$ cat src/rtl/vuvfm_pkg.sv
// Purpose: shared constants and carrier types for the output undervoltage monitor
// Assumes: one controller clock at 125 MHz, commands decoded upstream of this block
// Notes: thresholds are unsigned codes with one lsb worth 2^-13 volt
package vuvfm_pkg;

  // command codes of the four settings held here
  localparam logic [7:0] CMD_OV_WARN = 8'h42;
  localparam logic [7:0] CMD_UV_WARN = 8'h43;
  localparam logic [7:0] CMD_UV_FAULT = 8'h44;
  localparam logic [7:0] CMD_UV_ACTION = 8'h45;

  // linear-16 unsigned: volts = code * 2^-13, so 5.5 V is 5.5 * 8192
  localparam int LSB_EXPONENT = -13;
  localparam logic [15:0] LIMIT_MAX_CODE = 16'hb000;

  // defaults as percent of the strapped setpoint, and the action byte reset value
  localparam logic [6:0] OV_WARN_PCT = 7'd108;
  localparam logic [6:0] UV_WARN_PCT = 7'd88;
  localparam logic [6:0] UV_FAULT_PCT = 7'd85;
  localparam logic [7:0] ACTION_RESET = 8'h80;

  // action byte fields
  localparam int BEHAV_MSB = 7;
  localparam int BEHAV_LSB = 6;
  localparam logic [1:0] BEHAV_DISABLE_RETRY = 2'b10;
  localparam int RETRY_MSB = 5;
  localparam int RETRY_LSB = 3;
  localparam int DELAY_MSB = 2;
  localparam int DELAY_LSB = 0;

  // retry time unit
  localparam int CLK_MHZ = 125;
  localparam int RETRY_UNIT_MS = 35;
  localparam int RETRY_UNIT_CYCLES = RETRY_UNIT_MS * 1000 * CLK_MHZ;

  // strap settles through two sync stages before it is sampled
  localparam logic [1:0] INIT_CAPTURE_STAGE = 2'd3;

  typedef struct packed {
    logic valid;
    logic write;
    logic [7:0] code;
    logic [15:0] wdata;
  } vuvfm_cmd_type;

  typedef struct packed {
    logic status_word_vout;
    logic uv_fault;
    logic uv_warning;
  } vuvfm_status_type;

  typedef enum logic [1:0] {
    ST_RUN = 2'b00,
    ST_LATCHED = 2'b01,
    ST_RETRY_WAIT = 2'b10,
    ST_TON_WAIT = 2'b11
  } vuvfm_state_type;

endpackage

$ cat src/rtl/vuvfm_monitor.sv
// Purpose: output undervoltage warning and fault supervision with latch-off or retry
// Assumes: vout samples, enable, power-good and ramp flags come from logic on clk
// Notes: strap value arrives from a pin and is synchronised before capture
// Notes on behaviour
// - each threshold is a 16-bit unsigned code worth code times 2^-13 volt.
// - a threshold write above 5.5 V is refused and the old value kept.
// - fault detection is masked during ramp, before power-good and while disabled.
// - a fault sets the vout summary bit and the uv fault bit and notifies the host.
// - warning defaults to 0.88 and fault to 0.85 times the strapped setpoint.
// - the action byte resets to 80h, disable with no retry and shortest delay.
// - only behaviour code 10 in bits 7:6 is used, disable then retry per bits 5:3.
// - a fault drives the alert low and sets a status bit that only clear-faults clears.
// - retry field 000 keeps the output off until the fault is cleared.
// - a nonzero retry field retries until commanded off, bias lost or another fault.
// - restart spacing is (bits 2:0 plus one) times 35 ms.
// - after each retry delay the turn-on delay still runs before the output restarts.
module vuvfm_monitor
  import vuvfm_pkg::*;
#(
  parameter int RETRY_UNIT = RETRY_UNIT_CYCLES
) (
  input wire logic clk,
  input wire logic rst_n,
  input wire logic clk_en,
  input wire vuvfm_cmd_type cmd,
  output logic [15:0] cmd_rdata,
  output logic cmd_ack,
  output logic cmd_error,
  input wire logic clear_faults,
  input wire logic [15:0] setpoint_strap_pin,
  input wire logic meas_valid,
  input wire logic [15:0] vout_code,
  input wire logic ramp_active,
  input wire logic power_good,
  input wire logic enable_request,
  input wire logic bias_ok,
  input wire logic other_fault,
  input wire logic [31:0] ton_delay_cycles,
  output logic output_on,
  output vuvfm_status_type status,
  output logic alert_output_pin_n
);

  // percent of setpoint; product fits 24 bits for any 16-bit code
  function automatic logic [15:0] pct_of(input logic [15:0] base, input logic [6:0] pct);
    logic [23:0] prod;
    prod = base * pct;
    return 16'(prod / 24'd100);
  endfunction

  function automatic logic [31:0] retry_cycles(input logic [2:0] delay);
    return 32'((32'(delay) + 32'd1) * 32'(RETRY_UNIT));
  endfunction

  logic [15:0] strap_meta;
  logic [15:0] strap_sync;
  logic [1:0] init_stage;
  logic init_done;
  logic [15:0] ov_warn_th;
  logic [15:0] uv_warn_th;
  logic [15:0] uv_fault_th;
  logic [7:0] action;
  logic [31:0] timer;
  vuvfm_state_type state;
  logic masked;
  logic fault_event;
  logic warn_event;
  logic wr_en;
  logic th_ok;
  logic act_ok;
  logic stop_retry;
  vuvfm_status_type next_status;

  // strap pin resync; only the second stage is looked at
  always_ff @(posedge clk or negedge rst_n) begin
    if (!rst_n) begin
      strap_meta <= 16'h0000;
      strap_sync <= 16'h0000;
    end else if (clk_en) begin
      strap_meta <= setpoint_strap_pin;
      strap_sync <= strap_meta;
    end
  end

  // wait until the synchroniser is full before taking defaults
  always_ff @(posedge clk or negedge rst_n) begin
    if (!rst_n) begin
      init_stage <= 2'd0;
      init_done <= 1'b0;
    end else if (clk_en && !init_done) begin
      init_stage <= init_stage + 2'd1;
      init_done <= (init_stage == INIT_CAPTURE_STAGE);
    end
  end

  // write decode and value checks
  assign wr_en = cmd.valid && cmd.write && init_done;
  assign th_ok = (cmd.wdata <= LIMIT_MAX_CODE);
  assign act_ok = (cmd.wdata[BEHAV_MSB:BEHAV_LSB] == BEHAV_DISABLE_RETRY);

  // thresholds: strap-derived defaults, then host writes within range
  always_ff @(posedge clk or negedge rst_n) begin
    if (!rst_n) begin
      ov_warn_th <= 16'h0000;
      uv_warn_th <= 16'h0000;
      uv_fault_th <= 16'h0000;
    end else if (clk_en) begin
      if (!init_done && init_stage == INIT_CAPTURE_STAGE) begin
        ov_warn_th <= pct_of(strap_sync, OV_WARN_PCT);
        uv_warn_th <= pct_of(strap_sync, UV_WARN_PCT);
        uv_fault_th <= pct_of(strap_sync, UV_FAULT_PCT);
      end else if (wr_en && th_ok) begin
        if (cmd.code == CMD_OV_WARN) begin
          ov_warn_th <= cmd.wdata;
        end else if (cmd.code == CMD_UV_WARN) begin
          uv_warn_th <= cmd.wdata;
        end else if (cmd.code == CMD_UV_FAULT) begin
          uv_fault_th <= cmd.wdata;
        end
      end
    end
  end

  // action byte; unused behaviour codes are refused so the field stays meaningful
  always_ff @(posedge clk or negedge rst_n) begin
    if (!rst_n) begin
      action <= ACTION_RESET;
    end else if (clk_en && wr_en && cmd.code == CMD_UV_ACTION && act_ok) begin
      action <= cmd.wdata[7:0];
    end
  end

  // command answer one cycle after the request
  always_ff @(posedge clk or negedge rst_n) begin
    if (!rst_n) begin
      cmd_rdata <= 16'h0000;
      cmd_ack <= 1'b0;
      cmd_error <= 1'b0;
    end else if (clk_en) begin
      cmd_ack <= cmd.valid && init_done;
      cmd_error <= 1'b0;
      cmd_rdata <= 16'h0000;
      if (cmd.valid && init_done) begin
        if (cmd.code == CMD_OV_WARN) begin
          cmd_rdata <= ov_warn_th;
          cmd_error <= cmd.write && !th_ok;
        end else if (cmd.code == CMD_UV_WARN) begin
          cmd_rdata <= uv_warn_th;
          cmd_error <= cmd.write && !th_ok;
        end else if (cmd.code == CMD_UV_FAULT) begin
          cmd_rdata <= uv_fault_th;
          cmd_error <= cmd.write && !th_ok;
        end else if (cmd.code == CMD_UV_ACTION) begin
          cmd_rdata <= {8'h00, action};
          cmd_error <= cmd.write && !act_ok;
        end else begin
          cmd_error <= 1'b1;
        end
      end
    end
  end

  // detection; the mask also covers retry and latch since output_on is low there
  assign masked = ramp_active || !power_good || !output_on;
  assign fault_event = meas_valid && !masked && (vout_code < uv_fault_th);
  assign warn_event = meas_valid && !masked && (vout_code < uv_warn_th);

  // sticky status: a new event in the clear cycle survives the clear
  always_comb begin
    next_status = status;
    if (clear_faults) begin
      next_status = '0;
    end
    if (fault_event) begin
      next_status.uv_fault = 1'b1;
      next_status.status_word_vout = 1'b1;
    end
    if (warn_event) begin
      next_status.uv_warning = 1'b1;
      next_status.status_word_vout = 1'b1;
    end
  end

  always_ff @(posedge clk or negedge rst_n) begin
    if (!rst_n) begin
      status <= '0;
      alert_output_pin_n <= 1'b1;
    end else if (clk_en) begin
      status <= next_status;
      alert_output_pin_n <= !(next_status.uv_fault || next_status.uv_warning);
    end
  end

  // retrying ends when the output is commanded off or bias is gone
  assign stop_retry = !enable_request || !bias_ok;

  // response sequencer; one down-counter serves retry delay and turn-on delay
  always_ff @(posedge clk or negedge rst_n) begin
    if (!rst_n) begin
      state <= ST_RUN;
      timer <= 32'h0000_0000;
    end else if (clk_en) begin
      case (state)
        ST_RUN: begin
          if (fault_event) begin
            if (action[RETRY_MSB:RETRY_LSB] == 3'b000) begin
              state <= ST_LATCHED;
            end else begin
              state <= ST_RETRY_WAIT;
              timer <= retry_cycles(action[DELAY_MSB:DELAY_LSB]);
            end
          end
        end
        ST_LATCHED: begin
          if (clear_faults) begin
            state <= ST_RUN;
          end
        end
        ST_RETRY_WAIT, ST_TON_WAIT: begin
          if (other_fault) begin
            state <= ST_LATCHED;
          end else if (stop_retry) begin
            state <= ST_RUN;
          end else if (timer > 32'h0000_0001) begin
            timer <= timer - 32'h0000_0001;
          end else if (state == ST_RETRY_WAIT) begin
            state <= ST_TON_WAIT;
            timer <= ton_delay_cycles;
          end else begin
            state <= ST_RUN;
          end
        end
        default: begin
          state <= ST_RUN;
        end
      endcase
    end
  end

  // output drive follows the sequencer, the enable request and bias
  always_ff @(posedge clk or negedge rst_n) begin
    if (!rst_n) begin
      output_on <= 1'b0;
    end else if (clk_en) begin
      output_on <= (state == ST_RUN) && !fault_event && enable_request && bias_ok;
    end
  end
endmodule

$ cat config.mk
export PLATFORM = sky130hd
export DESIGN_NAME = vuvfm_monitor
export DESIGN_NICKNAME = d
export VERILOG_FILES = /design/src/rtl/vuvfm_pkg.sv /design/src/rtl/vuvfm_monitor.sv
export SDC_FILE = /design/constraint.sdc
export NUM_CORES = 1
export LEC_CHECK = 0
export ABC_AREA = 0
export BUFFER_PORTS_ARGS = -buffer_cell sky130_fd_sc_hd__buf_4
export CAP_MARGIN = 20
export CORE_AREA = 2 2 298 300
export CTS_CLUSTER_SIZE = 25
export DETAILED_ROUTE_END_ITERATION = 10
export DIE_AREA = 0 0 300 302
export PLACE_DENSITY = 0.47
export SLEW_MARGIN = 20
export SYNTH_ARGS = -nofsm -noshare
export SYNTH_HDL_FRONTEND = slang
export SYNTH_SLANG_ARGS = --single-unit
$ cat constraint.sdc
create_clock -name clk -period 13.2 [get_ports clk]
set_input_delay 2.64 -clock clk [delete_from_list [all_inputs] [get_ports clk]]
set_output_delay 2.64 -clock clk [all_outputs]
set_load 0.1 [all_outputs]
=== Yosys cells after proc, flatten, opt, wreduce, memory -nomap -nowiden ===
Cells that the tools add are included.

* Register bits: 148
* Input port bits: 100
* Output and inout port bits: 23
* Word-level logic and storage cells: 137

* Add/subtract/negate cells: 3
* Magnitude comparators: 4
* Equality and inequality tests: 18
* Div/mod/pow operators: 3
* $mul: 4
* Mux-type cells: 41
* Reduce and logical (&&, ||, !) cells: 46

{| class="wikitable"
|+ Operators with widths
! kind !! count
|-
| two-way mux 16 bit || 16
|-
| two-way mux 32 bit || 6
|-
| divider 23 x 7 -> 24 bit (second input constant) || 3
|-
| one-hot mux 32 bit (2 select lines) || 1
|-
| equality test 8 x 7 -> 1 bit (second input constant) || 4
|-
| > comparator 32 x 1 -> 1 bit (second input constant) || 1
|-
| < comparator 16 bit || 2
|-
| subtractor 32 x 1 -> 32 bit (second input constant) || 1
|-
| multiplier 4 x 20 -> 24 bit (second input constant) || 1
|-
| multiplier 16 x 7 -> 23 bit (second input constant) || 1
|-
| multiplier 16 x 5 -> 21 bit (second input constant) || 1
|-
| multiplier 16 x 4 -> 20 bit (second input constant) || 1
|-
| logical AND 1 bit || 17
|-
| <= comparator 16 bit (second input constant) || 1
|-
| two-way mux 2 bit || 8
|-
| inequality test 2 bit (second input constant) || 7
|-
| logical NOT 1 bit || 10
|-
| nonzero test 2 bit || 5
|-
| equality test 2 bit (second input constant) || 4
|-
| two-way mux 8 bit || 1
|-
| AND reduction 4 bit || 2
|-
| two-way mux 1 bit || 7
|-
| AND reduction 7 bit || 1
|-
| one-hot mux 2 bit (3 select lines) || 1
|-
| 14 further kinds || 17
|}

=== Logic depth before layout (Yosys ltp) ===
* Depth in word-level cells: 10
* Mapped depth: 57
* Depth with buffers taken out: 50

=== Worst setup path before layout ===
No wires, ideal clock.

* Path type: flip-flop to flip-flop
* From: register strap_sync[3]
* To: register uv_fault_th[0]
* Setup time: 0.134 ns
* Path buffers: 5
* Required time: 13.066 ns
* Slack: -0.282 ns
* Data arrival time: 13.348 ns
* Cell stages (with the launch flop): 55
* Period minus slack after synthesis: 13.482 ns
* Path through: dfrtp_1 > ha_1 > xnor2_1 > inv_1 > ha_1 > or2_2 > ha_1 > inv_1 > fa_1 > inv_1 > ha_1 > buf_2 > a21oi_1 > o211ai_1 > o21ai_1 > mux2_2 > or4b_1 > a211oi_1 > (+19 left out) > a21oi_2 > buf_4 > mux2i_1 > o21ai_2 > xnor2_1 > nor3_1 > a22o_1 > a2111oi_4 > o2111a_1 > nor4_1 > o221a_1 > a311o_1 > buf_2 > maj3_2 > a21oi_1 > nor2_1 > a2111oi_0 > a21oi_1

* Word-level cells in the longest chain between the ends: 3

{| class="wikitable"
|+ Ends and longest elaborated chain
! item !! RTL line !! text
|-
| start, declared || vuvfm_monitor.sv:56 || <nowiki>logic [15:0] strap_sync;</nowiki>
|-
| start signal, assigned || vuvfm_monitor.sv:81 || <nowiki>strap_sync <= strap_meta;</nowiki>
|-
| multiplier 16 x 7 -> 23 bit || vuvfm_monitor.sv:47 || <nowiki>prod = base * pct;</nowiki>
|-
| divider 23 x 7 -> 24 bit || vuvfm_monitor.sv:48 || <nowiki>return 16'(prod / 24'd100);</nowiki>
|-
| two-way mux 16 bit || vuvfm_monitor.sv:108 || <nowiki>if (!init_done && init_stage == INIT_CAPTURE_STAGE) begin</nowiki>
|-
| end signal, assigned || vuvfm_monitor.sv:111 || <nowiki>uv_fault_th <= pct_of(strap_sync, UV_FAULT_PCT);</nowiki>
|-
| end signal, assigned || vuvfm_monitor.sv:118 || <nowiki>uv_fault_th <= cmd.wdata;</nowiki>
|-
| end, declared || vuvfm_monitor.sv:61 || <nowiki>logic [15:0] uv_fault_th;</nowiki>
|}

Every way passes these cells.
A chain may end at the register's enable or synchronous reset.

=== Final worst setup path ===
Same ends and word-level chain as after synthesis.

==> results.cfg <==
[sta]
post-route-period-util_pct = 99.41
hold_slack_ns = 0.4782
grt_setup_unrepaired = true
slew_headroom_pct = 22.68
slew_viol_final = 0
setup_viol = 0
finClkSkew_ns = 0.01291
fin_crit_ns = 13.12
max_freq_ghz = 0.07621
finalHoldViolations = 0
tightest_slew_ns = 1.151
setup_slack_ns = 0.07838

[detailed_routing]
final_antenna_net_count = 0
viasPerCell = 5.438
post-route-drc-count = 0
routedWlPerCell_um = 18.11
vias = 30260
drt_pass1_iterations = 6
drt-initial-drc-count = 1945
wirelength_um = 100700

[clock_network]
clkTransAtPathRegs_ns = 0.07
ctsRootBufferMaster = clkbuf_16
cts.sinks = 148
clock_latency_ns = 0.49
clockBufferDepth = 2
cts_buffers = 17
cts_htree_levels = 4
cts_tree = done

[place]
post-place-ws_ns = -0.4386
portBuffers = 122
gp_congestion = 0.8923
hpwl_um = 80290
dpl_cell_area_mm2 = 0.03463

[global_route]
globalRouteTotalUtil_pct = 21.24
grt_antenna_before_repair = 0
first_global_vias = 29170
gr-total-overflow = 0
grt_max_degree = 91
grt_pass1_wl_um = 157300

[flow_run]
maxCapViolations = 0

[die]
boundaryPins = 123
core_area_mm2 = 0.08756
die_area_mm2 = 0.09060
rows = 109
die_w_um = 300
die_h_um = 302
start_util_pct = 29.74

[setup_path]
r2r-start = strap_sync[3]
reg2reg_depth = 54
required_ns = 13.62
cp-start-kind = flip-flop
crit_fanout = 7
end_kind = flip-flop
cp_slowest_cell = or4_1
crit_top_cell = buf_4
cp.arrival_ns = 13.54
startpoint = strap_sync[3]
cpPeakStageDelay_ns = 0.53
path_class = flip-flop to flip-flop

[layout]
post_route_cells_drive_above_1_share_pct = 38.01
final_cell_mix = buf_4, nand2_1, nor2_1
syn_to_final_growth_pct = 47.55
final_common_cell = buf_4
postLayoutCellArea_mm2 = 0.03842
fillers = 8901
diodes = 0
fin_nets = 4719
multi_input_area_mm2 = 0.02342
seqCellArea_mm2 = 0.003719
postLayoutCoreUtil_pct = 43.88

[synth]
ys_types = 134
synth_area_mm2 = 0.02604
synth_top_area_share_pct = 14.03
synth_edf_count = 0
syn_nets = 3746
yosys_warnings = 0
synth.avg_cell_area_um2 = 7.630
synthTopCellsByArea = dfrtp_1, ha_1, fa_1
synth_seq_cells = 148
async_flop_share_pct = 100.0
syn_inst = 3413
seq_area_frac_synth_pct = 14.23
synth_top_area_cell = dfrtp_1
synth_ff_type = dfrtp_1

[worst_hold_path]
hold_depth = 2
min-delay-start = alert_output_pin_n
hold_class = flip-flop to flip-flop

[status]
status = finished, final reports clean
-- per-layer routing --
layer,GRT usage [%],wire [µm]
met1,28.90,47350
met2,36.84,48970
met3,1.824,3097
met4,3.905,1326
met5,0,0
-- kinds of logic after synthesis --
family	after synthesis	share of synthesized area, %
muxes	91	3.748
and+or+nand+nor	1091	20.90
buffers and inverters	375	5.679
AOI/OAI and AO/OA	1293	36.09
DFF	148	14.23
adders and majority gates	246	13.43
xor gates and xnor gates	169	5.915
-- timing repair --
item	CTS	global route
hold buffers	0	0
setup buffers	13	67
pin swaps	33	138
resized for setup	96	389
endpoints found under the setup margin	6	10
cloned	0	1
-- worst paths after layout --
check	slack [ns]	endpoint
setup / recovery	0.08	uv_fault_th[0]
hold / removal	0.48	alert_output_pin_n
setup reg to reg	0.08	uv_fault_th[0]
hold reg to reg	0.48	alert_output_pin_n
max in group asynchronous	9.47	strap_sync[10]
min in group asynchronous	2.23	timer[14]
-- area by class of cell --
class	instances	share of cell area (%)
clock buffers	18	1.143
clock inverters	14	0.4820
inverters	232	2.267
multi-input cells	2890	60.96
flip-flops and latches	148	9.678
well taps	1165	3.794
repair buffers	1097	21.68
-- worst max-delay path: cells and delay by family, from the launching register on --
family	cells	cell delay, ns
fa+ha+maj	6	2.23
simple gates	14	3.96
flops	1	0.45
buf+inv	10	1.38
compound gates	21	4.70
mux	1	0.17
xor+xnor	2	0.18
-- cells in the mapped netlist (20+ instances only) --
| master | count |
|---|---|
| mux2i_1 | 42 |
| and2_1 | 51 |
| a221oi_1 | 26 |
| xnor2_1 | 120 |
| buf_2 | 45 |
| nand2b_1 | 37 |
| and3_1 | 36 |
| o21a_1 | 28 |
| nor4_1 | 40 |
| o211ai_1 | 50 |
| nand4_1 | 30 |
| a31oi_1 | 51 |
| dfrtp_1 | 146 |
| a211o_1 | 34 |
| or2_2 | 24 |
| nand3_1 | 98 |
| nand2_1 | 270 |
| fa_1 | 60 |
| a211oi_1 | 66 |
| a21o_1 | 75 |
| mux2_2 | 47 |
| a21oi_1 | 230 |
| o21ai_0 | 207 |
| ha_1 | 173 |
| a311oi_1 | 20 |
| nor2b_1 | 22 |
| a22o_1 | 22 |
| o21ai_1 | 36 |
| inv_1 | 231 |
| o31ai_1 | 43 |
| nor3_1 | 95 |
| o22ai_1 | 46 |
| nor2_1 | 268 |
| xor2_1 | 41 |
| clkbuf_1 | 87 |
| or3_1 | 38 |
| a22oi_1 | 25 |
-- flip-flops by register name, summed over array words and instances, names as in the netlist, 8 cells and up --
| signal | cells |
|---|---|
| timer | 32 |
| uv_fault_th | 16 |
| uv_warn_th | 16 |
| ov_warn_th | 16 |
| strap_sync | 16 |
| cmd_rdata | 16 |
| action | 8 |
| strap_meta | 16 |
-- stage by stage --
stage	cells	setup TNS [ns]
after floorplan	3413	0
after global placement	5453	-1.531
after detailed placement	5453	-1.440
after CTS	5498	-0.00002576
after global routing	5564	-1.489
final	5564	0
Power is left out: the tool's default activity adds up to more than one toggle a clock period on the data nets, which glitch-free logic cannot reach.
